[src/shared/mud_pkg.sv]
// Operation
// RULE1: Decode reads the dispatch value from the decode ROM at instruction bits 0-7.
// RULE2: Register-to-register path errors unless both selectors name the location counter.
// RULE3: Bit 0 or 3 set takes indexed path; zero bits 12-15 give 0004, phase 1.
// RULE4: Indexed path picks dispatch 000C or 0008 from the index field.
// RULE5: In phase 2 or 3, error unless both selectors name the location counter.
// RULE6: Phase 2 or 3 with destination bit 15 clear: counter plus 2, done.
// RULE7: Any attention condition gives dispatch 0014, clears source flag, sets phase 3.
// RULE8: No attention: counter plus 2, dispatch 0010, clear source flag, phase 0; code does this from phase 2 only, phase 3 keeps 0014 and stays 3.
// RULE9: Dispatch ends by clearing high address, loading saved and low addresses.
// RULE10: Test micro-op examines selected status bits and branches on the result.
// RULE11: Attention counts in test only when selected and status word bit 4 set.
// RULE12: Source field E or F reads the user destination or source register.
// RULE13: Source flag sets leaving phase 0, clears entering phase 0 or 3.
// RULE14: Source flag chooses between destination and source register for E and F.
// RULE15: Phase lives in a two-bit register changed only by decode paths.
package mud_pkg;

  // -------------------------------------------------------------------------
  // Widths and fields
  // -------------------------------------------------------------------------
  localparam int WORD_W     = 16;
  localparam int ROM_AW     = 8;
  localparam int ROM_DEPTH  = 256;
  localparam int OPC_LSB    = 8;   // Instruction bit 0 is the word's MSB
  localparam int IX_HI      = 3;   // Index field, bits 12-15 of instruction
  localparam int BIT0_POS   = 15;
  localparam int BIT3_POS   = 12;
  localparam int DST15_POS  = 0;   // Bit 15 in instruction numbering
  localparam int STS_ATTN_Q = 14;  // Program status bit 1
  localparam int STS_TEST_Q = 11;  // Program status bit 4
  localparam int MST_ATTN   = 5;

  // -------------------------------------------------------------------------
  // Dispatch values and constants
  // -------------------------------------------------------------------------
  localparam logic [15:0] DISP_RR_ZERO = 16'h0004;
  localparam logic [15:0] DISP_IX_NZ   = 16'h000C;
  localparam logic [15:0] DISP_IX_Z    = 16'h0008;
  localparam logic [15:0] DISP_PH0     = 16'h0010;
  localparam logic [15:0] DISP_ATTN    = 16'h0014;
  localparam logic [15:0] CNT_STEP     = 16'h0002;
  localparam logic [15:0] ZERO_WORD    = 16'h0000;
  localparam logic [3:0]  SEL_CNT      = 4'hF;  // Names the location counter
  localparam logic [3:0]  SRC_DEST     = 4'hE;
  localparam logic [3:0]  SRC_SRC      = 4'hF;

  // Decode phase
  typedef enum logic [1:0] {
    MUD_PH0 = 2'h0,
    MUD_PH1 = 2'h1,
    MUD_PH3 = 2'h3,
    MUD_PH2 = 2'h2
  } mud_phase_e;

  // Decode outcomes
  typedef enum logic [1:0] {
    MUD_R_NONE  = 2'h0,
    MUD_R_DISP  = 2'h1,
    MUD_R_DONE  = 2'h3,
    MUD_R_ERROR = 2'h2
  } mud_result_e;

endpackage : mud_pkg

[src/verilog/mud_decoder.sv]
// The register offsets and the plain strobed port were left to the implementer.
`timescale 1ns/100ps
`default_nettype none
module mud_decoder
  import mud_pkg::*;
(
  // Clock and reset
  input  wire logic        core_clk,
  input  wire logic        reset_n,
  // Micro-op requests
  input  wire logic        decode_op,
  input  wire logic        test_op,
  input  wire logic [7:0]  test_mask,
  input  wire logic [3:0]  src_field,
  // User machine state
  input  wire logic [15:0] user_instruction_word,
  input  wire logic [15:0] user_location_counter,
  input  wire logic        rr_format,
  input  wire logic [3:0]  dest_selector,
  input  wire logic [3:0]  src_selector,
  input  wire logic [15:0] user_dest_data,
  input  wire logic [15:0] user_src_data,
  input  wire logic [15:0] fixed_data,
  input  wire logic [15:0] program_status_word,
  input  wire logic [7:0]  micro_status_register,
  // Attention conditions
  input  wire logic        attention_request,
  input  wire logic        console_attention,
  input  wire logic        single_step_mode,
  input  wire logic        memory_parity_error,
  input  wire logic        power_fail_pending,
  // Decode ROM load port
  input  wire logic        rom_wr_en,
  input  wire logic [7:0]  rom_wr_addr,
  input  wire logic [15:0] rom_wr_data,
  // Sequencer outputs
  output var  logic        decode_done,
  output var  logic        decode_error,
  output var  logic        micro_addr_load,
  output var  logic [15:0] micro_address_low,
  output var  logic [15:0] micro_address_saved,
  output var  logic [15:0] micro_address_high,
  output var  logic        location_update,
  output var  logic [15:0] next_location,
  output var  logic        test_valid,
  output var  logic        test_taken,
  output var  logic [1:0]  decode_phase,
  output var  logic        source_flag,
  output var  logic [15:0] src_data
);

  // -------------------------------------------------------------------------
  // State
  // -------------------------------------------------------------------------
  typedef struct packed {
    logic        busy;       // ROM read outstanding
    logic        done;
    logic        err;
    logic        ld;
    logic [15:0] ad_lo;
    logic [15:0] ad_sv;
    logic [15:0] ad_hi;
    logic        cnt_up;
    logic [15:0] cnt;
    logic        tv;
    logic        tt;
    mud_phase_e  phase;
    logic        sflag;
  } mud_state_s;

  mud_state_s  st;
  mud_state_s  next_st;
  logic [15:0] rom_data;
  logic        attn_any;
  logic        ix_zero;
  logic        both_cnt;
  logic [7:0]  mst_q;
  logic [15:0] cnt_plus;

  // Decode ROM, indexed by instruction bits 0-7
  mud_decode_rom #(
    .AW (ROM_AW),
    .DW (WORD_W)
  ) u_rom (
    .core_clk (core_clk),
    .reset_n  (reset_n),
    .wr_en    (rom_wr_en),
    .wr_addr  (rom_wr_addr),
    .wr_data  (rom_wr_data),
    .rd_addr  (user_instruction_word[OPC_LSB +: ROM_AW]), // RULE1
    .rd_data  (rom_data)
  );

  // Operand selection for source fields E and F
  mud_src_select u_sel (
    .core_clk       (core_clk),
    .reset_n        (reset_n),
    .src_field      (src_field),
    .source_flag    (st.sflag),
    .fixed_data     (fixed_data),
    .user_dest_data (user_dest_data),
    .user_src_data  (user_src_data),
    .src_data       (src_data)
  );

  // -------------------------------------------------------------------------
  // Conditions
  // -------------------------------------------------------------------------
  // Inputs must hold stable across the two-cycle decode
  assign attn_any = (attention_request & program_status_word[STS_ATTN_Q])
                  | console_attention | single_step_mode
                  | memory_parity_error | power_fail_pending;
  assign ix_zero  = (user_instruction_word[IX_HI:0] == 4'h0);
  assign both_cnt = (dest_selector == SEL_CNT) && (src_selector == SEL_CNT);
  // Counter wraps at the word size; the carry is dropped on purpose
  assign cnt_plus = 16'(user_location_counter + CNT_STEP);

  // Attention bit only counts when the status word allows it
  always_comb begin
    mst_q = micro_status_register;
    if (!program_status_word[STS_TEST_Q]) begin
      mst_q[MST_ATTN] = 1'b0; // RULE11
    end
  end

  // -------------------------------------------------------------------------
  // Next state
  // -------------------------------------------------------------------------
  always_comb begin
    next_st        = st;
    next_st.done   = 1'b0;
    next_st.err    = 1'b0;
    next_st.ld     = 1'b0;
    next_st.cnt_up = 1'b0;
    next_st.tv     = 1'b0;
    next_st.tt     = 1'b0;
    if (test_op) begin
      next_st.tv = 1'b1;
      next_st.tt = |(mst_q & test_mask); // RULE10
    end
    if (decode_op && !st.busy) begin
      next_st.busy = 1'b1;  // Wait for the ROM word
    end else if (st.busy) begin
      next_st.busy = 1'b0;
      next_st.done = 1'b1;
      next_st.cnt  = user_location_counter;
      if (st.phase == MUD_PH2 || st.phase == MUD_PH3) begin
        if (!both_cnt) begin
          next_st.err = 1'b1; // RULE5
        end else if (!user_dest_data[DST15_POS]) begin
          next_st.cnt_up = 1'b1; // RULE6
          next_st.cnt    = cnt_plus;
        end else if (st.phase == MUD_PH3 || attn_any) begin
          next_st.ad_lo = DISP_ATTN; // RULE7
          next_st.sflag = 1'b0;      // RULE13
          next_st.phase = MUD_PH3;   // RULE15
          next_st.ld    = 1'b1;
        end else begin
          next_st.cnt_up = 1'b1;     // RULE8
          next_st.cnt    = cnt_plus;
          next_st.ad_lo  = DISP_PH0;
          next_st.sflag  = 1'b0;     // RULE13
          next_st.phase  = MUD_PH0;  // RULE15
          next_st.ld     = 1'b1;
        end
      end else if (rr_format) begin
        if (!both_cnt) begin
          next_st.err = 1'b1; // RULE2
        end else begin
          next_st.cnt_up = 1'b1; // RULE2
          next_st.cnt    = cnt_plus;
          next_st.ad_lo  = rom_data; // RULE1
          next_st.phase  = MUD_PH2;
          next_st.sflag  = 1'b1;     // RULE13
          next_st.ld     = 1'b1;
        end
      end else if (user_instruction_word[BIT0_POS]
                   || user_instruction_word[BIT3_POS]) begin
        next_st.ad_lo = ix_zero ? DISP_IX_Z : DISP_IX_NZ; // RULE3 RULE4
        next_st.ld    = 1'b1;
      end else if (ix_zero) begin
        next_st.ad_lo = DISP_RR_ZERO; // RULE3
        next_st.phase = MUD_PH1;      // RULE15
        next_st.sflag = (st.phase == MUD_PH0) ? 1'b1 : st.sflag; // RULE13
        next_st.ld    = 1'b1;
      end else begin
        next_st.ad_lo = rom_data; // RULE1
        next_st.ld    = 1'b1;
      end
      if (next_st.ld) begin
        next_st.ad_hi = ZERO_WORD;     // RULE9
        next_st.ad_sv = next_st.ad_lo; // RULE9
      end
    end
  end

  // -------------------------------------------------------------------------
  // Registers
  // -------------------------------------------------------------------------
  always_ff @(posedge core_clk or negedge reset_n) begin
    if (!reset_n) begin
      st <= '{busy: 1'b0, done: 1'b0, err: 1'b0, ld: 1'b0,
              ad_lo: ZERO_WORD, ad_sv: ZERO_WORD, ad_hi: ZERO_WORD,
              cnt_up: 1'b0, cnt: ZERO_WORD, tv: 1'b0, tt: 1'b0,
              phase: MUD_PH0, sflag: 1'b0};
    end else begin
      st <= next_st;
    end
  end

  // Outputs straight from state
  assign decode_done         = st.done;
  assign decode_error        = st.err;
  assign micro_addr_load     = st.ld;
  assign micro_address_low   = st.ad_lo;
  assign micro_address_saved = st.ad_sv;
  assign micro_address_high  = st.ad_hi;
  assign location_update     = st.cnt_up;
  assign next_location       = st.cnt;
  assign test_valid          = st.tv;
  assign test_taken          = st.tt;
  assign decode_phase        = st.phase;
  assign source_flag         = st.sflag;

endmodule : mud_decoder
`default_nettype wire

[src/verilog/mud_decode_rom.sv]
`timescale 1ns/100ps
`default_nettype none
module mud_decode_rom
  import mud_pkg::*;
#(
  parameter int AW = ROM_AW,
  parameter int DW = WORD_W
) (
  // Clock and reset
  input  wire logic          core_clk,
  input  wire logic          reset_n,
  // Load port
  input  wire logic          wr_en,
  input  wire logic [AW-1:0] wr_addr,
  input  wire logic [DW-1:0] wr_data,
  // Read port
  input  wire logic [AW-1:0] rd_addr,
  output var  logic [DW-1:0] rd_data
);

  logic [DW-1:0] mem [0:(1<<AW)-1];

  // -------------------------------------------------------------------------
  // Storage; contents are loaded by the host, no reset on the array
  // -------------------------------------------------------------------------
  always_ff @(posedge core_clk) begin
    if (wr_en) begin
      mem[wr_addr] <= wr_data;
    end
  end

  // Registered read so the dispatch value lands one cycle after the address
  always_ff @(posedge core_clk or negedge reset_n) begin
    if (!reset_n) begin
      rd_data <= '0;
    end else begin
      rd_data <= mem[rd_addr];
    end
  end

endmodule : mud_decode_rom
`default_nettype wire

[src/verilog/mud_src_select.sv]
`timescale 1ns/100ps
`default_nettype none
module mud_src_select
  import mud_pkg::*;
(
  // Clock and reset
  input  wire logic          core_clk,
  input  wire logic          reset_n,
  // Selection
  input  wire logic [3:0]    src_field,
  input  wire logic          source_flag,
  input  wire logic [15:0]   fixed_data,
  input  wire logic [15:0]   user_dest_data,
  input  wire logic [15:0]   user_src_data,
  // Result
  output var  logic [15:0]   src_data
);

  // Fold E and F onto the user pair; the flag swaps which one each means
  function automatic logic [15:0] pick(input logic [3:0] f, input logic sf,
                                       input logic [15:0] fx,
                                       input logic [15:0] d,
                                       input logic [15:0] s);
    logic use_dest;
    use_dest = (f == SRC_DEST) ^ sf;
    if (f == SRC_DEST || f == SRC_SRC) begin
      pick = use_dest ? d : s; // RULE12 RULE14
    end else begin
      pick = fx;
    end
  endfunction : pick

  // Registered operand
  always_ff @(posedge core_clk or negedge reset_n) begin
    if (!reset_n) begin
      src_data <= ZERO_WORD;
    end else begin
      src_data <= pick(src_field, source_flag, fixed_data,
                       user_dest_data, user_src_data);
    end
  end

endmodule : mud_src_select
`default_nettype wire

[config.mk]
export PLATFORM = sky130hd
export DESIGN_NAME = mud_decoder
export DESIGN_NICKNAME = d
export VERILOG_FILES = /design/src/shared/mud_pkg.sv /design/src/verilog/mud_decoder.sv /design/src/verilog/mud_decode_rom.sv /design/src/verilog/mud_src_select.sv
export SDC_FILE = /design/constraint.sdc
export NUM_CORES = 2
export LEC_CHECK = 0
export ABC_AREA = 0
export BUFFER_PORTS_ARGS = -buffer_cell sky130_fd_sc_hd__buf_2
export CAP_MARGIN = 15
export CORE_UTILIZATION = 30
export CTS_CLUSTER_SIZE = 12
export DETAILED_ROUTE_END_ITERATION = 10
export PLACE_DENSITY_LB_ADDON = 0.3
export SKIP_LAST_GASP = 1
export SYNTH_ARGS = -nofsm -noshare
export SYNTH_HDL_FRONTEND = slang
export SYNTH_SLANG_ARGS = --single-unit
export TNS_END_PERCENT = 5
[constraint.sdc]
create_clock -name core_clk -period 3.1 [get_ports core_clk]
set_clock_uncertainty 0.2 [all_clocks]
set_input_delay 0.31 -clock core_clk [delete_from_list [all_inputs] [get_ports core_clk]]
set_output_delay 0.31 -clock core_clk [all_outputs]
set_load 0.02 [all_outputs]
==> summary.txt <==
Min path
  – Min-delay worst type: in2reg

Pwr
  – Clock network power share: between 40 and 50%
  – Lkg Pwr: roughly 63 nW
  – Combinational power share: under 10%
  – Peak supply drop: roughly 440 µV
  – Switching share of power: 22.4%
  – Pwr Density: 609 mW/mm²
  – Psw: 0.0266 W
  – Cell-internal power: 0.0920 W
  – Sequential share of power: between 50% and 60%

GRT
  – All-Layer GR Usage: 17.0%
  – Initial antenna violation count: 47
  – Global route overflow: 0
  – Largest net degree at the start of global routing: 113
  – First-pass GRT wire length: about 670 mm
  – Vias in the first global route: between 80000 and 90000

STA
  – Final worst-path cycle share: 104%
  – Post-route setup slack: -0.126 ns
  – Hold Fails Final Rpt: 0
  – Slew Viols, Final: 0
  – Fmax: 310 MHz
  – RSZ-0062 raised after global routing: true
  – Min Tclk post-route: 3.23 ns
  – Relative slew slack: roughly 12%
  – Final setup viols: 6
  – Slew of the pin with the lowest slew margin: between 1 and 1.5 ns

Clocking
  – Worst-Skew Late Latency: 1.00 ns
  – CTS tree: yes
  – Reg clk slew, reported paths: ~0.06 ns
  – CTS H-tree lvls: 5
  – Root Driver: clkbuf_16
  – Num CTS Buffers: ~430
  – CTS max path bufs: 4
  – Postcts setup bufs: 0
  – Clk sinks: about 4200

Routing
  – 1st-iter DRT viols: slightly below 10000
  – Vias per cell: ~5.1
  – Vias: approximately 85000
  – Drc violations: 0
  – TritonRoute pass-1 iters: 8
  – Wire per inst: 28.7 µm
  – Routed wire length: approximately 480 mm
  – Final ANT Viol Nets: 0

Floorplanning
  – Die Footprint: approximately 0.54 mm²
  – Number of cell rows: 270
  – I/O pin count: 248
  – Initial Util: between 30% and 40%
  – Core footprint: 0.540 mm²
  – Vert. Die Dim: between 700 and 800 µm
  – Chip Width: between 700 and 800 µm

Final layout
  – Layout cells sized above 1: roughly 29%
  – Area of the multi-input gates: roughly 0.034 mm²
  – Register area: approximately 0.13 mm²
  – Nets: a little over 9000
  – Area Growth Syn to Fin: 19.7%
  – Post-route cell area: approximately 0.19 mm²
  – # fillers: between 40000 and 50000

Status
  – Failing checks: negative setup slack
  – Status: finished, violations left

Worst setup path
  – CP startpoint: u_rom.mem[24][6]$_DFFE_PP_
  – Crit path DAT: 3.92 ns
  – CP Max Fanout: 1
  – CP most frequent cell: buf_4
  – RR Endpoint: u_rom.rd_data[6]$_DFF_PN0_
  – Worst r2r src: u_rom.mem[24][6]$_DFFE_PP_
  – CP max stage delay: ~0.47 ns
  – Worst reg2reg setup slack: -0.13 ns
  – R2R depth: 9
  – Critical-path top delay cell: o22ai_1
  – Crit end category: flip-flop
  – Stages on the worst setup path: 9
  – Crit path cell chain: mux4_2 -> a22o_1 -> a221oi_2 -> buf_4 -> o22ai_1 -> buf_4 -> o22ai_1 -> buf_4 -> nor3_1
  – CP bufs+invs: 3
  – WP data required: 3.79 ns
  – Critical path class: reg2reg
  – Startpoint types: flip-flop
  – CP Capture Point: u_rom.rd_data[6]$_DFF_PN0_
  – Top delay family on crit path: compound AO/OA/AOI/OAI gates

Yosys
  – Post-synth EDFFs: 4096
  – Async SR Flop Fraction: between 2 and 2.5%
  – #FFs+latches synth: approximately 4200
  – Area contributors post-synth: edfxtp_1, mux4_2, mux2i_1
  – Yosys top cell area share: between 70% and 80%
  – Post-Syn Area: approximately 0.16 mm²
  – Cells after Synth: roughly 7700
  – Post-synth cell types: 69
  – Synth area leader: edfxtp_1
  – Avg Inst Size Synth: about 21 µm²
  – Sequential fraction of the synthesis area: 77.0%
  – Yosys warning count: 0
  – Top_reg_cell synth: edfxtp_1

Placed design
  – RePlAce Congestion: 0.875
  – Buffers on Ports: 213
  – Dpl cell area: roughly 0.18 mm²
  – Placed wire-length estimate: a little over 300 mm
  – Worst slack at placement: -1.03 ns

Flow run
  – Number of max-cap violations: 0
## cell type report
cell class | count | share of cell area, %
flip-flops and latches | 4186 | 64.3
multi-input cells | 2994 | 17.6
repair buffers | 1454 | 6.98
clock buffers | 565 | 5.83
well taps | 7208 | 4.63
clock inverters | 151 | 0.610
inverters | 13 | 0.0341
diodes | 10 | 0.0129
## how the worst min path moves through the flow
stage / slack (ns) / cells after the start / to / start
CTS: 0.0003 / 4 / u_sel.src_data[12]$_DFF_PN0_ / user_dest_data[12]
finish: 0.05 / 6 / micro_address_saved[2]$_DFFE_PN0P_ / program_status_word[14]
floorplan: -0.19 / 0 / decode_done$_DFF_PN0_ / reset_n
global placement: 0.13 / 1 / test_valid$_DFF_PN0_ / reset_n
detailed placement: 0.14 / 1 / test_valid$_DFF_PN0_ / reset_n
global route: 0.06 / 4 / test_taken$_DFF_PN0_ / micro_status_register[7]
## cell families after synthesis
kind of cell | after synthesis | synth area share (%)
muxes | 1390 | 15.0
AOI/OAI and AO/OA | 849 | 3.80
adders and majority gates | 1 | 0.00769
xor gates and xnor gates | 15 | 0.0808
DFF | 4186 | 77.0
buffers and inverters | 545 | 2.16
and+or+nand+nor | 723 | 1.92
other | 1 | 0.00231
## routing by layer
layer  wire [µm]  track usage [%]
met5         110                0
met4       15400             5.17
met3       37400             3.08
met2      223000             27.4
met1      201000             23.5
## worst min-delay path, delay by kind of cell
kind            cells  cell delay [ns]
simple gates        1             0.15
compound gates      4             0.67
buf+inv             1             0.08
## power groups by stage
stage	registers [W]	logic, W	clock network [W]
final	0.0629	0.00819	0.0476
after global routing	0.0629	0.00860	0.0505
after CTS	0.0628	0.00821	0.0485
after detailed placement	0.0640	0.00789	0
after global placement	0.0640	0.00778	0
after floorplan	0.0638	0.00402	0
## synth_stat cells (all sizes together) (9+ instances only)
cell	count
or3	10
o211ai	17
o22ai	121
nor4	10
o2111ai	9
mux4	829
nand2	154
nand3	56
o32ai	10
a2111oi	11
xnor2	14
buf	319
nor2	345
inv	12
nor2b	16
nor3	83
a22oi	20
clkbuf	213
a22o	76
a221oi	42
o31ai	17
mux2	49
mux2i	512
o221ai	216
nand4	23
edfxtp	4096
a211oi	36
dfrtp	90
a21oi	146
o21ai	83
## per-stage QoR
stage | total power [W] | instances | utilization, % | hold WS [ns] | setup TNS (ns)
global placement | 0.0718 | 15700 | 33.4 | 0.134 | -9.21
floorplan | 0.0679 | 7725 | - | -0.186 | 0
global route | 0.122 | 16600 | 36.0 | 0.0629 | -1.19
finish | 0.119 | 16600 | 36.0 | 0.0484 | -0.424
CTS | 0.120 | 16600 | 36.0 | 0.000264 | -0.253
detailed placement | 0.0719 | 15700 | 33.4 | 0.137 | -8.89
## registers in the layout, indices dropped and copies added, names as in the netlist
register and cells:
source_flag 1, decode_error 1, st 1, u_rom.rd_data 16, next_location 16, micro_address_low 16, test_taken 1, u_rom.mem 4096
decode_done 1, micro_addr_load 1, u_sel.src_data 16, location_update 1, decode_phase 2, micro_address_saved 16, test_valid 1
## layout by cell type (no fill, tap or decap), types with 191 or more instances in the layout
cell / n
buf_12: 203
mux4_2: 816
buf_4: 850
edfxtp_1: 4096
buf_2: 191
dlygate4sd3_1: 191
nor2_1: 268
o221ai_1: 216
mux2i_1: 512
clkbuf_16: 430
## timing repair
action	in CTS	in global routing
endpoints found under the hold margin	4143	0
hold buffers	192	0
resized for setup	3	1
pin swaps	0	0
setup endpoints to repair	4	17
No activity file was read; power rests on OpenSTA's default activity.
